==> config.mk <==
export PLATFORM = sky130hd
export DESIGN_NAME = pulse_width_sensor_bus_slave
export DESIGN_NICKNAME = d
export VERILOG_FILES = /design/src/rtl/pulse_classifier.v /design/src/rtl/pulse_width_sensor_bus_slave.v
export VERILOG_INCLUDE_DIRS = /design/src /design/src/include
export SDC_FILE = /design/constraint.sdc
export NUM_CORES = 1
export LEC_CHECK = 0
export ABC_AREA = 1
export ABC_CLOCK_PERIOD_IN_PS = 5400
export BUFFER_PORTS_ARGS = -buffer_cell sky130_fd_sc_hd__buf_2
export CAP_MARGIN = 0
export CORE_MARGIN = 2
export CORE_UTILIZATION = 62
export CTS_BUF_LIST = sky130_fd_sc_hd__clkbuf_8
export DETAILED_ROUTE_END_ITERATION = 10
export PLACE_DENSITY = 0.79
export SYNTH_ARGS = -nofsm -noshare
export SYNTH_HDL_FRONTEND = slang
export SYNTH_HIERARCHICAL = 1
export SYNTH_SLANG_ARGS = --single-unit
==> constraint.sdc <==
create_clock -name core_clk_i -period 5.4 [get_ports core_clk_i]
set_input_delay 0.27 -clock core_clk_i [delete_from_list [all_inputs] [get_ports core_clk_i]]
set_output_delay 0.27 -clock core_clk_i [all_outputs]
set_load 0.1 [all_outputs]
==> src/include/pws_slave_regs.vh <==
// timing constants for the pulse-width single-wire sensor slave
// assumes a 250 MHz core clock; times in ns unless named _ms, counts named _CYC are core clock cycles
`ifndef PWS_SLAVE_REGS_VH
`define PWS_SLAVE_REGS_VH
`define CLK_PERIOD_NS 4
// idle_high_minimum, 11 us, least time, rounded up
`define IDLE_HIGH_MIN_NS 11000
`define IDLE_HIGH_MIN_CYC ((`IDLE_HIGH_MIN_NS + `CLK_PERIOD_NS - 1) / `CLK_PERIOD_NS)
// host_short_pulse_time 11.8..17.0 us
`define HOST_SHORT_MIN_NS 11800
`define HOST_SHORT_MAX_NS 17000
// host_long_pulse_time 35.4..48.9 us
`define HOST_LONG_MIN_NS 35400
`define HOST_LONG_MAX_NS 48900
// edge_detect_latency 9.6 us, longest, rounded down
`define EDGE_DETECT_NS 9600
`define EDGE_DETECT_CYC (`EDGE_DETECT_NS / `CLK_PERIOD_NS)
// slave_read_one_pulse 28.3..38.3 us, our own drive lasts 33 us
`define READ_ONE_NS 33000
`define READ_ONE_CYC (`READ_ONE_NS / `CLK_PERIOD_NS)
// host_frame_begin_pulse 80..109 us
`define FRAME_BEGIN_MIN_NS 80000
`define FRAME_BEGIN_MAX_NS 109000
// slave_alert_pulse 165..228 us, we drive 196 us
`define ALERT_NS 196000
`define ALERT_CYC (`ALERT_NS / `CLK_PERIOD_NS)
// bus reset pulse, least 354 us, we drive 400 us
`define RESET_MIN_NS 354000
`define RESET_DRIVE_NS 400000
`define RESET_DRIVE_CYC (`RESET_DRIVE_NS / `CLK_PERIOD_NS)
// power-up drive limit 500 ms
`define POWERUP_MAX_MS 500
// monitoring_cycle_time 163.8..200.2 ms, typical 182
`define MONITOR_CYCLE_MS 182
`define MONITOR_CYCLE_CYC (`MONITOR_CYCLE_MS * 250000)
// classification thresholds, midway between windows
`define TH_ONE_NS 26000
`define TH_START_NS 64000
`define TH_ALERT_NS 137000
`define TH_RESET_NS 291000
`define TH_ONE_CYC (`TH_ONE_NS / `CLK_PERIOD_NS)
`define TH_START_CYC (`TH_START_NS / `CLK_PERIOD_NS)
`define TH_ALERT_CYC (`TH_ALERT_NS / `CLK_PERIOD_NS)
`define TH_RESET_CYC (`TH_RESET_NS / `CLK_PERIOD_NS)
// symbol codes
`define SYM_ZERO 3'h0
`define SYM_ONE 3'h1
`define SYM_START 3'h2
`define SYM_ALERT 3'h3
`define SYM_RESET 3'h4
// data bits required after a bus reset before any alert
`define BITS_BEFORE_ALERT 14
`endif

==> src/rtl/pulse_classifier.v <==
// low-pulse width classifier for the single-wire line
// assumes a synchronised line level on the core clock
`timescale 1ns/1ns
`include "pws_slave_regs.vh"
module pulse_classifier #(
  parameter CNT_W = 20
) (
  input wire core_clk_i,
  input wire rst_i,
  input wire line_low_i,
  output reg fall_o,
  output reg sym_valid_o,
  output reg [2:0] sym_code_o,
  output reg [CNT_W-1:0] low_cnt_o
);
  reg low_d_reg;

  // ***********************************
  // width measurement and decode
  // ***********************************
  // measure each low interval and decode at its end
  always @(posedge core_clk_i or posedge rst_i) begin
    if (rst_i) begin
      low_d_reg <= 1'b0;
      fall_o <= 1'b0;
      sym_valid_o <= 1'b0;
      sym_code_o <= `SYM_ZERO;
      low_cnt_o <= {CNT_W{1'b0}};
    end else begin
      low_d_reg <= line_low_i;
      fall_o <= line_low_i & ~low_d_reg;
      sym_valid_o <= 1'b0;
      if (line_low_i) begin
        if (~&low_cnt_o) begin
          low_cnt_o <= low_cnt_o + 1'b1;
        end
      end else begin
        low_cnt_o <= {CNT_W{1'b0}};
        if (low_d_reg) begin
          sym_valid_o <= 1'b1;
          if (low_cnt_o >= `TH_RESET_CYC) begin
            sym_code_o <= `SYM_RESET;
          end else if (low_cnt_o >= `TH_ALERT_CYC) begin
            sym_code_o <= `SYM_ALERT;
          end else if (low_cnt_o >= `TH_START_CYC) begin
            sym_code_o <= `SYM_START;
          end else if (low_cnt_o >= `TH_ONE_CYC) begin
            sym_code_o <= `SYM_ONE;
          end else begin
            sym_code_o <= `SYM_ZERO;
          end
        end
      end
    end
  end
endmodule // pulse_classifier

==> src/rtl/pulse_width_sensor_bus_slave.v <==
// slave end of a single-wire pulse-width sensor bus
// assumes an external pull-up; line is open drain, output enable pulls low
//
// What this block does
// - alert waits for 11 us idle high
// - falling edge seen within 9.6 us
// - read one: drive low 28.3-38.3 us
// - alert pulse drives low 165-228 us
// - bus reset lasts at least 354 us
// - power-up drive released within 500 ms
// - temperature refreshed once per monitoring cycle
// - two pins select one of four addresses
// - symbols carried only by low width
// - shutdown mode and selectable conversion rate
// - read zero leaves line undriven
// - no alert until 14 data bits after reset
// - start mid transaction aborts it
`timescale 1ns/1ns
`include "pws_slave_regs.vh"
module pulse_width_sensor_bus_slave #(
  parameter CNT_W = 20,
  parameter MON_W = 28,
  parameter RESET_DRIVE_CYC = `RESET_DRIVE_CYC,
  parameter MONITOR_CYCLE_CYC = `MONITOR_CYCLE_CYC,
  parameter IDLE_CYC = `IDLE_HIGH_MIN_CYC
) (
  input wire core_clk_i,
  input wire rst_i,
  input wire line_i,
  output reg line_o,
  output reg line_oe_o,
  input wire address_select_low_i,
  input wire address_select_high_i,
  input wire shutdown_i,
  input wire [1:0] rate_sel_i,
  input wire read_bit_valid_i,
  input wire read_bit_i,
  output reg [1:0] address_o,
  output reg bit_valid_o,
  output reg bit_value_o,
  output reg frame_start_o,
  output reg frame_abort_o,
  output reg bus_reset_o,
  output reg conv_tick_o,
  output reg alert_busy_o
);
  localparam ST_POR = 3'h0;
  localparam ST_IDLE = 3'h1;
  localparam ST_READ1 = 3'h2;
  localparam ST_ALERT = 3'h3;
  localparam ST_WAIT = 3'h4;

  reg line_s1_reg, line_s2_reg;
  reg a0_s1_reg, a0_s2_reg, a1_s1_reg, a1_s2_reg;
  reg [2:0] state_reg;
  reg [CNT_W-1:0] drive_cnt_reg;
  reg [CNT_W-1:0] idle_cnt_reg;
  reg [MON_W-1:0] mon_cnt_reg;
  reg [3:0] bit_cnt_reg;
  reg alert_pend_reg;
  reg read_pend_reg, read_val_reg;
  reg in_frame_reg;
  wire line_low;
  wire fall;
  wire sym_valid;
  wire [2:0] sym_code;
  wire alert_ok;
  wire [MON_W-1:0] mon_limit;

  // monitoring cycle length scaled by rate selection
  function [MON_W-1:0] rate_limit;
    input [1:0] sel;
    begin
      case (sel)
        2'h0: rate_limit = MONITOR_CYCLE_CYC[MON_W-1:0];
        2'h1: rate_limit = {1'b0, MONITOR_CYCLE_CYC[MON_W-1:1]};
        2'h2: rate_limit = {2'b00, MONITOR_CYCLE_CYC[MON_W-1:2]};
        default: rate_limit = {3'b000, MONITOR_CYCLE_CYC[MON_W-1:3]};
      endcase
    end
  endfunction

  // ***********************************
  // input synchronisers
  // ***********************************
  // two flops on the line and on the address straps
  always @(posedge core_clk_i or posedge rst_i) begin
    if (rst_i) begin
      line_s1_reg <= 1'b1;
      line_s2_reg <= 1'b1;
      a0_s1_reg <= 1'b0;
      a0_s2_reg <= 1'b0;
      a1_s1_reg <= 1'b0;
      a1_s2_reg <= 1'b0;
    end else begin
      line_s1_reg <= line_i;
      line_s2_reg <= line_s1_reg;
      a0_s1_reg <= address_select_low_i;
      a0_s2_reg <= a0_s1_reg;
      a1_s1_reg <= address_select_high_i;
      a1_s2_reg <= a1_s1_reg;
    end
  end

  assign line_low = ~line_s2_reg;
  assign mon_limit = rate_limit(rate_sel_i);
  assign alert_ok = (idle_cnt_reg >= IDLE_CYC[CNT_W-1:0]) &&
                    (bit_cnt_reg >= `BITS_BEFORE_ALERT);

  // ***********************************
  // width classifier
  // ***********************************
  pulse_classifier #(
    .CNT_W(CNT_W)
  ) u_classifier (
    .core_clk_i(core_clk_i),
    .rst_i(rst_i),
    .line_low_i(line_low),
    .fall_o(fall),
    .sym_valid_o(sym_valid),
    .sym_code_o(sym_code),
    .low_cnt_o()
  );

  // ***********************************
  // idle, conversion and bookkeeping
  // ***********************************
  // idle timer, monitoring cycle, address, read data capture
  always @(posedge core_clk_i or posedge rst_i) begin
    if (rst_i) begin
      idle_cnt_reg <= {CNT_W{1'b0}};
      mon_cnt_reg <= {MON_W{1'b0}};
      conv_tick_o <= 1'b0;
      address_o <= 2'h0;
      read_pend_reg <= 1'b0;
      read_val_reg <= 1'b0;
    end else begin
      address_o <= {a1_s2_reg, a0_s2_reg};
      if (line_low) begin
        idle_cnt_reg <= {CNT_W{1'b0}};
      end else if (~&idle_cnt_reg) begin
        idle_cnt_reg <= idle_cnt_reg + 1'b1;
      end
      conv_tick_o <= 1'b0;
      if (shutdown_i) begin
        mon_cnt_reg <= {MON_W{1'b0}};
      end else if (mon_cnt_reg >= mon_limit - 1'b1) begin
        mon_cnt_reg <= {MON_W{1'b0}};
        conv_tick_o <= 1'b1;
      end else begin
        mon_cnt_reg <= mon_cnt_reg + 1'b1;
      end
      if (read_bit_valid_i) begin
        read_pend_reg <= 1'b1;
        read_val_reg <= read_bit_i;
      end else if (fall && state_reg == ST_IDLE) begin
        read_pend_reg <= 1'b0; // consumed by the opened bit
      end
    end
  end

  // ***********************************
  // line driver state machine
  // ***********************************
  // power-up reset, read-one stretch and alert pulses
  always @(posedge core_clk_i or posedge rst_i) begin
    if (rst_i) begin
      state_reg <= ST_POR;
      drive_cnt_reg <= {CNT_W{1'b0}};
      line_o <= 1'b0;
      line_oe_o <= 1'b0;
      alert_busy_o <= 1'b0;
      alert_pend_reg <= 1'b0;
    end else begin
      line_o <= 1'b0;
      if (conv_tick_o) begin
        alert_pend_reg <= 1'b1; // new data, set wins
      end
      case (state_reg)
        ST_POR: begin
          line_oe_o <= 1'b1;
          if (drive_cnt_reg >= RESET_DRIVE_CYC[CNT_W-1:0]) begin
            line_oe_o <= 1'b0;
            drive_cnt_reg <= {CNT_W{1'b0}};
            state_reg <= ST_WAIT;
          end else begin
            drive_cnt_reg <= drive_cnt_reg + 1'b1;
          end
        end
        ST_IDLE: begin
          line_oe_o <= 1'b0;
          drive_cnt_reg <= {CNT_W{1'b0}};
          if (fall && read_pend_reg && read_val_reg) begin
            line_oe_o <= 1'b1;
            state_reg <= ST_READ1;
          end else if (fall) begin
            state_reg <= ST_WAIT;
          end else if (alert_pend_reg && alert_ok && !shutdown_i) begin
            line_oe_o <= 1'b1;
            alert_busy_o <= 1'b1;
            alert_pend_reg <= conv_tick_o;
            state_reg <= ST_ALERT;
          end
        end
        ST_READ1: begin
          drive_cnt_reg <= drive_cnt_reg + 1'b1;
          if (drive_cnt_reg >= `READ_ONE_CYC - 1) begin
            line_oe_o <= 1'b0;
            state_reg <= ST_WAIT;
          end
        end
        ST_ALERT: begin
          drive_cnt_reg <= drive_cnt_reg + 1'b1;
          if (drive_cnt_reg >= `ALERT_CYC - 1) begin
            line_oe_o <= 1'b0;
            alert_busy_o <= 1'b0;
            state_reg <= ST_WAIT;
          end
        end
        ST_WAIT: begin
          line_oe_o <= 1'b0;
          if (!line_low) begin
            state_reg <= ST_IDLE;
          end
        end
        default: begin
          line_oe_o <= 1'b0;
          state_reg <= ST_WAIT;
        end
      endcase
    end
  end

  // ***********************************
  // symbol handling
  // ***********************************
  // report symbols, count data bits, frame start, abort and reset
  always @(posedge core_clk_i or posedge rst_i) begin
    if (rst_i) begin
      bit_valid_o <= 1'b0;
      bit_value_o <= 1'b0;
      frame_start_o <= 1'b0;
      frame_abort_o <= 1'b0;
      bus_reset_o <= 1'b0;
      bit_cnt_reg <= 4'h0;
      in_frame_reg <= 1'b0;
    end else begin
      bit_valid_o <= 1'b0;
      frame_start_o <= 1'b0;
      frame_abort_o <= 1'b0;
      bus_reset_o <= 1'b0;
      if (sym_valid) begin
        case (sym_code)
          `SYM_ZERO, `SYM_ONE: begin
            bit_valid_o <= 1'b1;
            bit_value_o <= (sym_code == `SYM_ONE);
            if (bit_cnt_reg < `BITS_BEFORE_ALERT) begin
              bit_cnt_reg <= bit_cnt_reg + 1'b1;
            end
          end
          `SYM_START: begin
            frame_start_o <= 1'b1;
            frame_abort_o <= in_frame_reg;
            in_frame_reg <= 1'b1;
          end
          `SYM_RESET: begin
            bus_reset_o <= 1'b1;
            bit_cnt_reg <= 4'h0;
            in_frame_reg <= 1'b0;
          end
          default: begin
            in_frame_reg <= in_frame_reg; // alert: not a data bit
          end
        endcase
      end
    end
  end
endmodule // pulse_width_sensor_bus_slave

==> results by group, run 1 <==
Clocking
  – Clock tree sinks: 121
  – CTS root buffer: clkbuf_8
  – CTS tree: yes
  – Setup Buffers After CTS: 0
  – CTS resizes: 0
  – H-tree levels: 4
  – CTS Buf Count: 17
  – Clock transition at path regs: 0.07 ns
  – Bufs on Longest Clock Path: 2
  – Skew-Pair Late Insertion Delay: 0.45 ns

Timing
  – Layout Skew: 0.01220 ns
  – Setup slack after layout: 3.224 ns
  – Pins Over Slew Limit: 0
  – RSZ-0062 raised after global routing: no
  – Min Tclk post-route: 2.176 ns
  – Least-Margin Pin Slew: 1.001 ns
  – Final Cycle Share: 40.29%
  – Slew Limit Headroom: 33.19%
  – Setup violators final: 0
  – F_max: 459.7 MHz
  – Final setup TNS: 0 ns
  – Fin. Hold Viols: 0

Worst setup path
  – Worst Path Max Fanout: 27
  – CP max stage delay: 0.36 ns
  – Nature of the critical path startpoint: input port
  – CP arrival: 2.53 ns
  – CP Cell Sequence: buf_2, inv_1, ha_1, inv_1, a21oi_1, a211oi_1, ha_1, a21oi_1, o21ai_0, nand2_1, nand3_1, nand3_2, nand2_4, nor2_1
  – Kind of critical path: input port to flop
  – Crit end category: flop
  – Required @ worst endpoint: 5.75 ns
  – FF-to-FF Start: mon_cnt_reg[17]
  – Critical Path Start: rate_sel_i[0]
  – Crit-path slowest cell: nand2_4

Routing
  – DRC: 0
  – Post-DRT Antenna Nets: 0
  – DR WL/cell: 14.21 um
  – Total routed wirelength: 17.96 mm
  – Via Count: 6,953
  – Initial DRT Pass Iterations: 5
  – Via density: 5.501
  – DR iter-0 viols: 423

Yosys
  – Synth unique cells: 52
  – Post-Syn Instances: 1,052
  – Yosys warning count: 6
  – Synth top area share: 37.26%
  – Mapped Avg Cell Area: 7.596 um^2
  – Register area share after synthesis: 37.92%
  – Synth area leaders: dfrtp_1 (37%), nand2_1 (11%), nand3_1 (6.8%), ha_1 (6.7%), nor2_1 (6.4%)
  – Cell area after synthesis: 7991 um^2
  – Yosys top cell by area: dfrtp_1
  – Seq cells post-synth: 121

Place
  – Gpl congestion: 0.9561
  – Hpwl dp: 13.00 mm
  – I/O Buffers: 19
  – Pre-CTS setup slack: 2.758 ns
  – DP Cell Count: 1,228

Floorplanning
  – Die Y: 117.5 um
  – Die width: 117.5 um
  – I/O pin total: 21
  – Core area: 12,620 um^2
  – Initial core utilization: 63.33%
  – Die ar.: 13,810 um^2
  – Site Rows: 41

Global routing
  – Total GRT Usage: 27.78%
  – Final global-route overflow total: 0
  – Global-route wire length before repair: 31.33 mm
  – Antenna violations before repair: 0
  – Vias in the first global route: 6,817
  – Pin count of the biggest net entering global routing: 57

Cells and area
  – Commonest non-fill, non-tap cell in the layout: nand2_1
  – Most frequent cells in the layout: nand2_1 (235), nor2_1 (136), inv_1 (122)
  – # diodes: 0
  – Area growth syn-to-layout: 8.236%
  – Non-filler cells, final: 1,264
  – Max reg flops: 28
  – Post-layout util: 68.54%
  – Layout cells sized above 1: 13.00%
  – Final #Nets: 1,132

Job
  – Maxcap violations: 0

Power and ir drop
  – IR drop worst, VDD: 0.0001982 V
  – Logic pwr share: 16.8%
  – Int Power: 0.001617 W
  – Pwr Density: 269.4 nW/um^2
  – Clock Power Share: 38.5%
  – Net Sw Power: 0.0007133 W
  – LEAKAGE: 4.174 nW
  – Flop pwr share: 44.7%
  – Sw frac: 30.61%
  – Total power after layout: 0.002330 W

Run status
  – Outcome: completed

Worst hold path
  – Hold Crit Class: input port to flop
  – Min-delay src: read_bit_i
worst max-delay path, delay by kind of cell:
kind | cells | cell delay [ns]
AOI/OAI and AO/OA | 4 | 0.49
adders and majority gates | 2 | 0.50
buffers and inverters | 3 | 0.40
and+or+nand+nor | 5 | 0.84
final cells by class:
type,instances,area [um^2]
clock buffers,21,289.0
clock inverters,11,152.6
fillers,1147,3970
inverters,125,473.0
multi-input cells,789,4339
flip-flops and latches,121,3030
well taps,172,215.2
repair buffers,25,150.1
power by group through the flow:
stage          registers, W  logic [W]  clock network [W]
2_1_floorplan       0.00109   0.000275                  0
3_3_place_gp        0.00105   0.000374                  0
3_5_place_dp        0.00106   0.000386                  0
4_1_cts             0.00104   0.000393           0.000913
5_1_grt             0.00105   0.000438           0.000958
6_report            0.00104   0.000391           0.000898
cells by family after synthesis:
logic type | count (synthesis) | share of synthesized area, %
flip-flops | 121 | 37.92
AND/OR/NAND/NOR | 624 | 38.08
XOR/XNOR | 18 | 1.973
adder cells (fa/ha/maj) | 43 | 6.732
multiplexers | 1 | 0.1878
AO/OA/AOI/OAI | 101 | 7.234
other | 1 | 0.04693
buffers and inverters | 143 | 7.828
cell usage after synthesis (all sizes together):
| cell type | instances |
|---|---|
| a211oi | 2 |
| a21o | 5 |
| a21oi | 34 |
| a22oi | 1 |
| a31oi | 5 |
| and3 | 2 |
| buf | 15 |
| clkbuf | 3 |
| clkinv | 1 |
| conb | 1 |
| dfrtp | 119 |
| dfstp | 2 |
| ha | 43 |
| inv | 124 |
| mux2 | 1 |
| nand2 | 252 |
| nand3 | 113 |
| nand3b | 2 |
| nand4 | 32 |
| nor2 | 175 |
| nor3 | 32 |
| nor3b | 2 |
| nor4 | 2 |
| o21a | 3 |
| o21ai | 43 |
| o21bai | 1 |
| o31ai | 7 |
| or2 | 12 |
| xnor2 | 6 |
| xor2 | 12 |
per-stage QoR:
stage / hold WS [ns] / instance area [um^2]
after global placement: 0.3336 / 8168
after floorplan: 0.2745 / 7995
after detailed placement: 0.3380 / 8168
final: 0.02604 / 8650
after CTS: 0.007545 / 8650
after global routing: 0.04279 / 8650
routing by layer:
| metal | track usage (%) | share of wire [%] | vias to the layer above |
|---|---|---|---|
| met5 | 0 | 0 | - |
| met1 | 36.12 | 45 | 3246 |
| met3 | 5.717 | 4.8 | 32 |
| met2 | 45.83 | 48 | 186 |
| met4 | 10.92 | 1.9 | 0 |
| li1 | - | - | 3489 |
timing repair:
action | CTS | global route
hold buffers | 4 | 0
setup endpoints to repair | 0 | 0
endpoints found under the hold margin | 40 | 0
worst paths after layout:
kind,end,slack [ns],cells past startpoint
max,mon_cnt_reg[2],3.22,14
min,read_val_reg,0.03,3
max reg2reg,mon_cnt_reg[2],3.30,8
min reg2reg,a0_s2_reg,0.36,0
max in group asynchronous,drive_cnt_reg[13],3.89,4
min in group asynchronous,idle_cnt_reg[17],0.42,3
Power figures use the tool's default switching activity.
==> inputs of run 2 (changes only) <==
--- a/config.mk
+++ b/config.mk
@@ -7,7 +7,7 @@
 export NUM_CORES = 1
 export LEC_CHECK = 0
 export ABC_AREA = 1
-export ABC_CLOCK_PERIOD_IN_PS = 5400
+export ABC_CLOCK_PERIOD_IN_PS = 2020
 export BUFFER_PORTS_ARGS = -buffer_cell sky130_fd_sc_hd__buf_2
 export CAP_MARGIN = 0
 export CORE_MARGIN = 2
==> constraint.sdc (replaced) <==
create_clock -name core_clk_i -period 2.02 [get_ports core_clk_i]
set_input_delay 0.101 -clock core_clk_i [delete_from_list [all_inputs] [get_ports core_clk_i]]
set_output_delay 0.101 -clock core_clk_i [all_outputs]
set_load 0.1 [all_outputs]
==> results by group, run 2 (synthesized netlist as in run 1, its figures left out) <==
Cells and area
  – # diodes: 0 (unchanged)
  – Register area: 3032 um^2 (about the same)
  – Non-filler cells, final: 1,294 (+2.4%)
  – Max reg flops: 28 (unchanged)
  – Area growth syn-to-layout: 11.27%
  – Final #Nets: 1,162 (+2.7%)
  – Layout fillers: 1,067 (-7.0%)
  – Commonest non-fill, non-tap cell in the layout: nand2_1
  – Layout cells sized above 1: 15.51% (+2.5 points)
  – Most frequent cells in the layout: nand2_1 (235), nor2_1 (136), inv_1 (118), dfrtp_1 (118), nand3_1 (108)
  – Area taken by multi-input logic gates: 4339 um^2 (unchanged)

Place
  – Pre-CTS setup slack: -0.1106 ns (-2.869 ns)
  – I/O Buffers: 19 (unchanged)
  – Gpl congestion: 0.9375 (-1.9%)
  – Hpwl dp: 13.58 mm (+4.4%)
  – DP Cell Count: 1,255 (+2.2%)

Clocking
  – Bufs on Longest Clock Path: 2 (unchanged)
  – H-tree levels: 4 (unchanged)
  – Clock tree sinks: 121 (unchanged)
  – Clock transition at path regs: 0.08 ns (about the same)
  – CTS tree: yes
  – Setup Buffers After CTS: 0 (unchanged)
  – CTS root buffer: clkbuf_8
  – CTS Buf Count: 17 (unchanged)
  – Skew-Pair Late Insertion Delay: 0.46 ns (about the same)

Routing
  – Post-DRT Antenna Nets: 0 (unchanged)
  – DR iter-0 viols: 490 (+16%)
  – Initial DRT Pass Iterations: 6 (+1)
  – DRC: 0 (unchanged)
  – Via Count: 7,076 (+1.8%)
  – Via density: 5.468 (-0.59%)
  – Total routed wirelength: 18.34 mm (+2.1%)
  – DR WL/cell: 14.17 um (-0.22%)

Job
  – Maxcap violations: 0 (unchanged)

Floorplanning
  – Die ar.: 13,810 um^2 (unchanged)
  – Die Y: 117.5 um (unchanged)
  – Site Rows: 41 (unchanged)
  – I/O pin total: 21 (unchanged)
  – Initial core utilization: 63.33% (unchanged)
  – Die width: 117.5 um (unchanged)
  – Core area: 12,620 um^2 (unchanged)

Timing
  – Min Tclk post-route: 1.900 ns
  – Pins Over Slew Limit: 0 (unchanged)
  – F_max: 526.3 MHz
  – Setup slack after layout: 0.1200 ns (-3.104 ns)
  – Layout Skew: 0.01280 ns (+0.0006012 ns)
  – Final Cycle Share: 94.06%
  – RSZ-0062 raised after global routing: no
  – Final setup TNS: 0 ns (unchanged)
  – Fin. Hold Viols: 0 (unchanged)
  – Setup violators final: 0 (unchanged)

Worst setup path
  – Top delay family on crit path: flip-flops
  – CP Cell Sequence: ha_1, a21oi_1, o21ai_0, nand2_1, nand3_1, a21oi_4, nand2_4, buf_4, nor2_1
  – Kind of critical path: flop to flop
  – Crit path buffers/inverters: 1 (-2)
  – Crit. path cell count: 9 (-5)
  – Worst R2R End: mon_cnt_reg[1]
  – Worst setup path endpoint: mon_cnt_reg[1]
  – Required @ worst endpoint: 2.41 ns (-3.34 ns)
  – Critical Path Start: mon_cnt_reg[15]
  – Worst Path Max Fanout: 7 (-74%)
  – Crit-path slowest cell: dfrtp_1
  – Crit end category: flop
  – R2r worst-path depth: 9 (+1)
  – CP arrival: 2.29 ns (-0.24 ns)
  – CP max stage delay: 0.47 ns (+0.11 ns)
  – FF-to-FF Start: mon_cnt_reg[15]
  – Nature of the critical path startpoint: flop
  – Register-to-register setup slack: 0.12 ns (-3.18 ns)

Power and ir drop
  – Pwr Density: 680.3 nW/um^2 (+150%)
  – Int Power: 0.004029 W (+150%)
  – Sw frac: 33.40% (+2.8 points)
  – Net Sw Power: 0.002021 W (+180%)
  – Logic pwr share: 18.3% (+1.5 points)
  – Clock Power Share: 36.2% (-2.3 points)
  – IR drop worst, VDD: 0.0004912 V (+150%)
  – LEAKAGE: 4.286 nW (+2.7%)
  – Flop pwr share: 45.5% (+0.8 points)

Global routing
  – GR Util met3: 6.105% (+0.39 points)
  – Vias in the first global route: 6,870 (+0.78%)
  – Pin count of the biggest net entering global routing: 53 (-7.0%)
  – GRT met2 Usage: 46.20% (+0.37 points)
  – Final global-route overflow total: 0 (unchanged)
  – Antenna violations before repair: 0 (unchanged)
  – Global route hottest layer: met2
  – Global-route wire length before repair: 31.35 mm (about the same)
  – M1 GR Usage: 36.69% (+0.57 points)
  – Total GRT Usage: 27.87% (+0.090 points)

Run status
  – Outcome: completed

Worst hold path
  – Hold Crit Class: input port to async pin
-- run 2: power by group through the flow --
stage | registers [W] | clock network, W | logic (W)
6_report | 0.00275 | 0.00219 | 0.00111
2_1_floorplan | 0.00292 | 0 | 0.000735
3_5_place_dp | 0.00280 | 0 | 0.00110
4_1_cts | 0.00275 | 0.00224 | 0.00112
3_3_place_gp | 0.00279 | 0 | 0.00108
5_1_grt | 0.00278 | 0.00233 | 0.00125
-- run 2: worst min-delay path, cell delays in order --
cell           delay (ns)
dlygate4sd3_1        0.53
buf_2                0.14
clkinvlp_4           0.30
-- run 2: how the worst min path moves through the flow --
stage               slack, ns  depth (start not counted)                to
detailed placement       0.14                          2   idle_cnt_reg[9]
CTS                      0.20                          3   idle_cnt_reg[9]
floorplan                0.11                          0       line_s1_reg
finish                   0.20                          3  idle_cnt_reg[11]
global route             0.23                          3   idle_cnt_reg[9]
global placement         0.14                          2   idle_cnt_reg[9]
-- run 2: stage by stage --
stage               utilization, %  power [W]  hold WS [ns]  area, um^2
finish                       70.46   0.006050        0.2030        8892
global route                 70.46   0.006364        0.2256        8892
CTS                          70.45   0.006108        0.1978        8891
detailed placement           66.74   0.003902        0.1398        8422
global placement             66.74   0.003873        0.1390        8422
floorplan                        -   0.003653        0.1055        7999
-- run 2: per-layer routing --
metal | routed length [um] | part of all wire (%) | up-vias
met2 | 8787 | 48 | 218
met1 | 8012 | 44 | 3270
met4 | 408 | 2.2 | 0
met5 | 0 | 0 | -
li1 | - | - | 3540
met3 | 1133 | 6.2 | 48
-- run 2: layout make-up --
type	instances	share of cell area [%]
Multi-Input combinational cell	789	48.80
Sequential cell	121	34.09
Inverter	125	5.333
Timing Repair Buffer	55	4.868
Clock buffer	17	2.631
Tap cell	172	2.420
Clock inverter	15	1.857
-- run 2: repair_timing --
| item | in CTS | in global routing |
|---|---|---|
| endpoints found under the hold margin | 75 | 0 |
| hold buffers | 7 | 0 |
| resized for setup | 0 | 1 |
| setup endpoints to repair | 0 | 3 |
==> inputs of run 3 (changes only) <==
--- a/config.mk
+++ b/config.mk
@@ -14,6 +14,7 @@
 export CORE_UTILIZATION = 62
 export CTS_BUF_LIST = sky130_fd_sc_hd__clkbuf_8
 export DETAILED_ROUTE_END_ITERATION = 10
+export MAX_ROUTING_LAYER = met4
 export PLACE_DENSITY = 0.79
 export SYNTH_ARGS = -nofsm -noshare
 export SYNTH_HDL_FRONTEND = slang
==> constraint.sdc (replaced) <==
create_clock -name core_clk_i -period 2.02 [get_ports core_clk_i]
set_input_delay 0.101 -clock core_clk_i [delete_from_list [all_inputs] [get_ports core_clk_i]]
set_output_delay 0.101 -clock core_clk_i [all_outputs]
set_load 0.05 [all_outputs]
==> results by group, run 3 (synthesized netlist as in run 1, its figures left out) <==
Clocking
  – CTS tree: yes
  – Skew-Pair Late Insertion Delay: 0.45 ns (about the same)
  – CTS Buf Count: 17 (unchanged)
  – H-tree levels: 4 (unchanged)
  – Setup Buffers After CTS: 0 (unchanged)
  – Bufs on Longest Clock Path: 2 (unchanged)
  – CTS root buffer: clkbuf_8
  – Clock tree sinks: 121 (unchanged)
  – Clock transition at path regs: 0.08 ns (about the same)

Timing
  – Least-Margin Pin Slew: 0.6499 ns
  – Final setup TNS: 0 ns (unchanged)
  – Final Cycle Share: 94.47% (+0.42 points)
  – Pins Over Slew Limit: 0 (unchanged)
  – Setup violators final: 0 (unchanged)
  – Fin. Hold Viols: 0 (unchanged)
  – RSZ-0062 raised after global routing: no
  – F_max: 524.0 MHz (-0.44%)
  – Min Tclk post-route: 1.908 ns (+0.008399 ns)
  – Slew Limit Headroom: 56.58%
  – Min Hold Slack: 0.2930 ns (+0.09000 ns)
  – Setup slack after layout: 0.1116 ns (-0.008399 ns)
  – Layout Skew: 0.01177 ns (-0.001028 ns)

Floorplanning
  – Initial core utilization: 63.33% (unchanged)
  – Core area: 12,620 um^2 (unchanged)
  – Die width: 117.5 um (unchanged)
  – Die Y: 117.5 um (unchanged)
  – Die ar.: 13,810 um^2 (unchanged)
  – I/O pin total: 21 (unchanged)
  – Site Rows: 41 (unchanged)

Power and ir drop
  – Total power after layout: 0.005769 W (-4.6%)
  – Sw frac: 32.23% (-1.2 points)
  – Clock Power Share: 34.4% (-1.8 points)
  – Net Sw Power: 0.001859 W (-8.0%)
  – IR drop worst, VDD: 0.0004902 V (-0.19%)
  – Flop pwr share: 47.8% (+2.3 points)
  – LEAKAGE: 4.299 nW (+0.30%)
  – Int Power: 0.003910 W (-3.0%)
  – Logic pwr share: 17.8% (-0.5 points)
  – Pwr Density: 649.4 nW/um^2 (-4.5%)

Place
  – Gpl congestion: 0.9512 (+1.5%)
  – Total placed instance area: 8437 um^2 (+0.18%)
  – I/O Buffers: 19 (unchanged)
  – Hpwl dp: 13.70 mm (+0.91%)
  – Pre-CTS setup slack: -0.09966 ns (+0.01094 ns)

Cells and area
  – Layout fillers: 1,064 (-0.28%)
  – Most frequent cells in the layout: nand2_1 (235), nor2_1 (136), inv_1 (121)
  – Area growth syn-to-layout: 11.16% (about the same)
  – Max reg flops: 28 (unchanged)
  – Design area: 8884 um^2 (about the same)
  – # diodes: 0 (unchanged)
  – Final #Nets: 1,166 (+0.34%)
  – Layout cells sized above 1: 15.28% (-0.23 points)
  – Commonest non-fill, non-tap cell in the layout: nand2_1

Global routing
  – Final global-route overflow total: 0 (unchanged)
  – Total GRT Usage: 28.82% (+0.94 points)
  – Vias in the first global route: 6,768 (-1.5%)
  – Antenna violations before repair: 0 (unchanged)
  – Pin count of the biggest net entering global routing: 29 (-45%)
  – Global-route wire length before repair: 31.53 mm (+0.60%)

Worst setup path
  – Nature of the critical path startpoint: flop
  – Required @ worst endpoint: 2.39 ns (-0.02 ns)
  – Crit end category: flop
  – Kind of critical path: flop to flop
  – Worst Path Max Fanout: 10 (+3)
  – CP arrival: 2.28 ns (about the same)

Routing
  – DRC: 0 (unchanged)
  – Via density: 5.411 (-1.0%)
  – DR WL/cell: 13.89 um (-2.0%)
  – Via Count: 7,024 (-0.73%)
  – Initial DRT Pass Iterations: 5 (-1)
  – DR iter-0 viols: 547 (+12%)
  – Total routed wirelength: 18.02 mm (-1.7%)
  – Post-DRT Antenna Nets: 0 (unchanged)

Worst hold path
  – Hold Crit Class: input port to async pin

Job
  – Maxcap violations: 0 (unchanged)

Run status
  – Outcome: completed
[run 3: changes by cell type in the layout (fill, tap and decap cells not counted)]
cell           change
inv_1              +3
clkbuf_8           +1
clkinv_4           -4
bufinv_16          -1
dfrtp_2            -1
clkinv_2           +3
dlygate4sd3_1      +2
inv_6              -2
dfrtp_1            +1
buf_4              +2
[run 3: area by class of cell]
type	instances	area [um^2]	share of cell area, %
inverter	125	474.2	5.338
tap	172	215.2	2.423
clock inverter	14	108.9	1.225
multi-input combinational	789	4339	48.85
timing repair buffer	59	467.9	5.268
clock buffer	18	247.7	2.789
sequential	121	3030	34.11
[run 3: path summary, 6_finish.rpt]
check	start	end	slack, ns	cells after the start
min in group core_clk_i	address_select_high_i	a1_s1_reg	0.30	2
worst min-delay path	rst_i	u_classifier/low_cnt_o[2]	0.29	4
worst max register to register	mon_cnt_reg[17]	mon_cnt_reg[11]	0.11	9
max in group asynchronous	rst_i	idle_cnt_reg[10]	1.14	4
worst max-delay path	mon_cnt_reg[17]	mon_cnt_reg[11]	0.11	9
worst min register to register	a1_s2_reg	address_o[1]	0.35	0
[run 3: power groups by stage]
stage / Clock [W] / Combinational (W) / Sequential, W
5_1_grt: 0.00213 / 0.00117 / 0.00278
4_1_cts: 0.00202 / 0.00103 / 0.00276
3_5_place_dp: 0 / 0.00101 / 0.00280
3_3_place_gp: 0 / 0.000978 / 0.00280
2_1_floorplan: 0 / 0.000731 / 0.00282
6_report: 0.00199 / 0.00103 / 0.00276
[run 3: stage by stage]
step	cells	util [%]
finish	1298	70.39
global route	1298	70.39
CTS	1298	70.39
detailed placement	1257	66.86
global placement	1257	66.86
floorplan	1053	-
[run 3: per-layer routing]
layer  up-vias  GRT usage [%]  wire, um  share of wire, %
li1       3545              -         -                 -
met1      3255          38.84      8278                46
met2       191          44.99      8567                48
met3        33          4.360       836               4.6
met4         0          9.864       343               1.9
met5         -              -         0                 0
[run 3: worst max-delay path, stage by stage (launching register included)]
cell and delay [ns]:
dfrtp_1 0.45, ha_1 0.34, a21oi_1 0.17, nor2_1 0.06, nor2_1 0.08, nand3_1 0.13
a21oi_4 0.17, nand2_4 0.15, buf_4 0.20, nor2_4 0.08
[run 3: what timing repair did]
item                                   4_1_cts  5_1_grt
hold buffers                                 9        0
endpoints found under the hold margin       54        0
resized for setup                            0        0
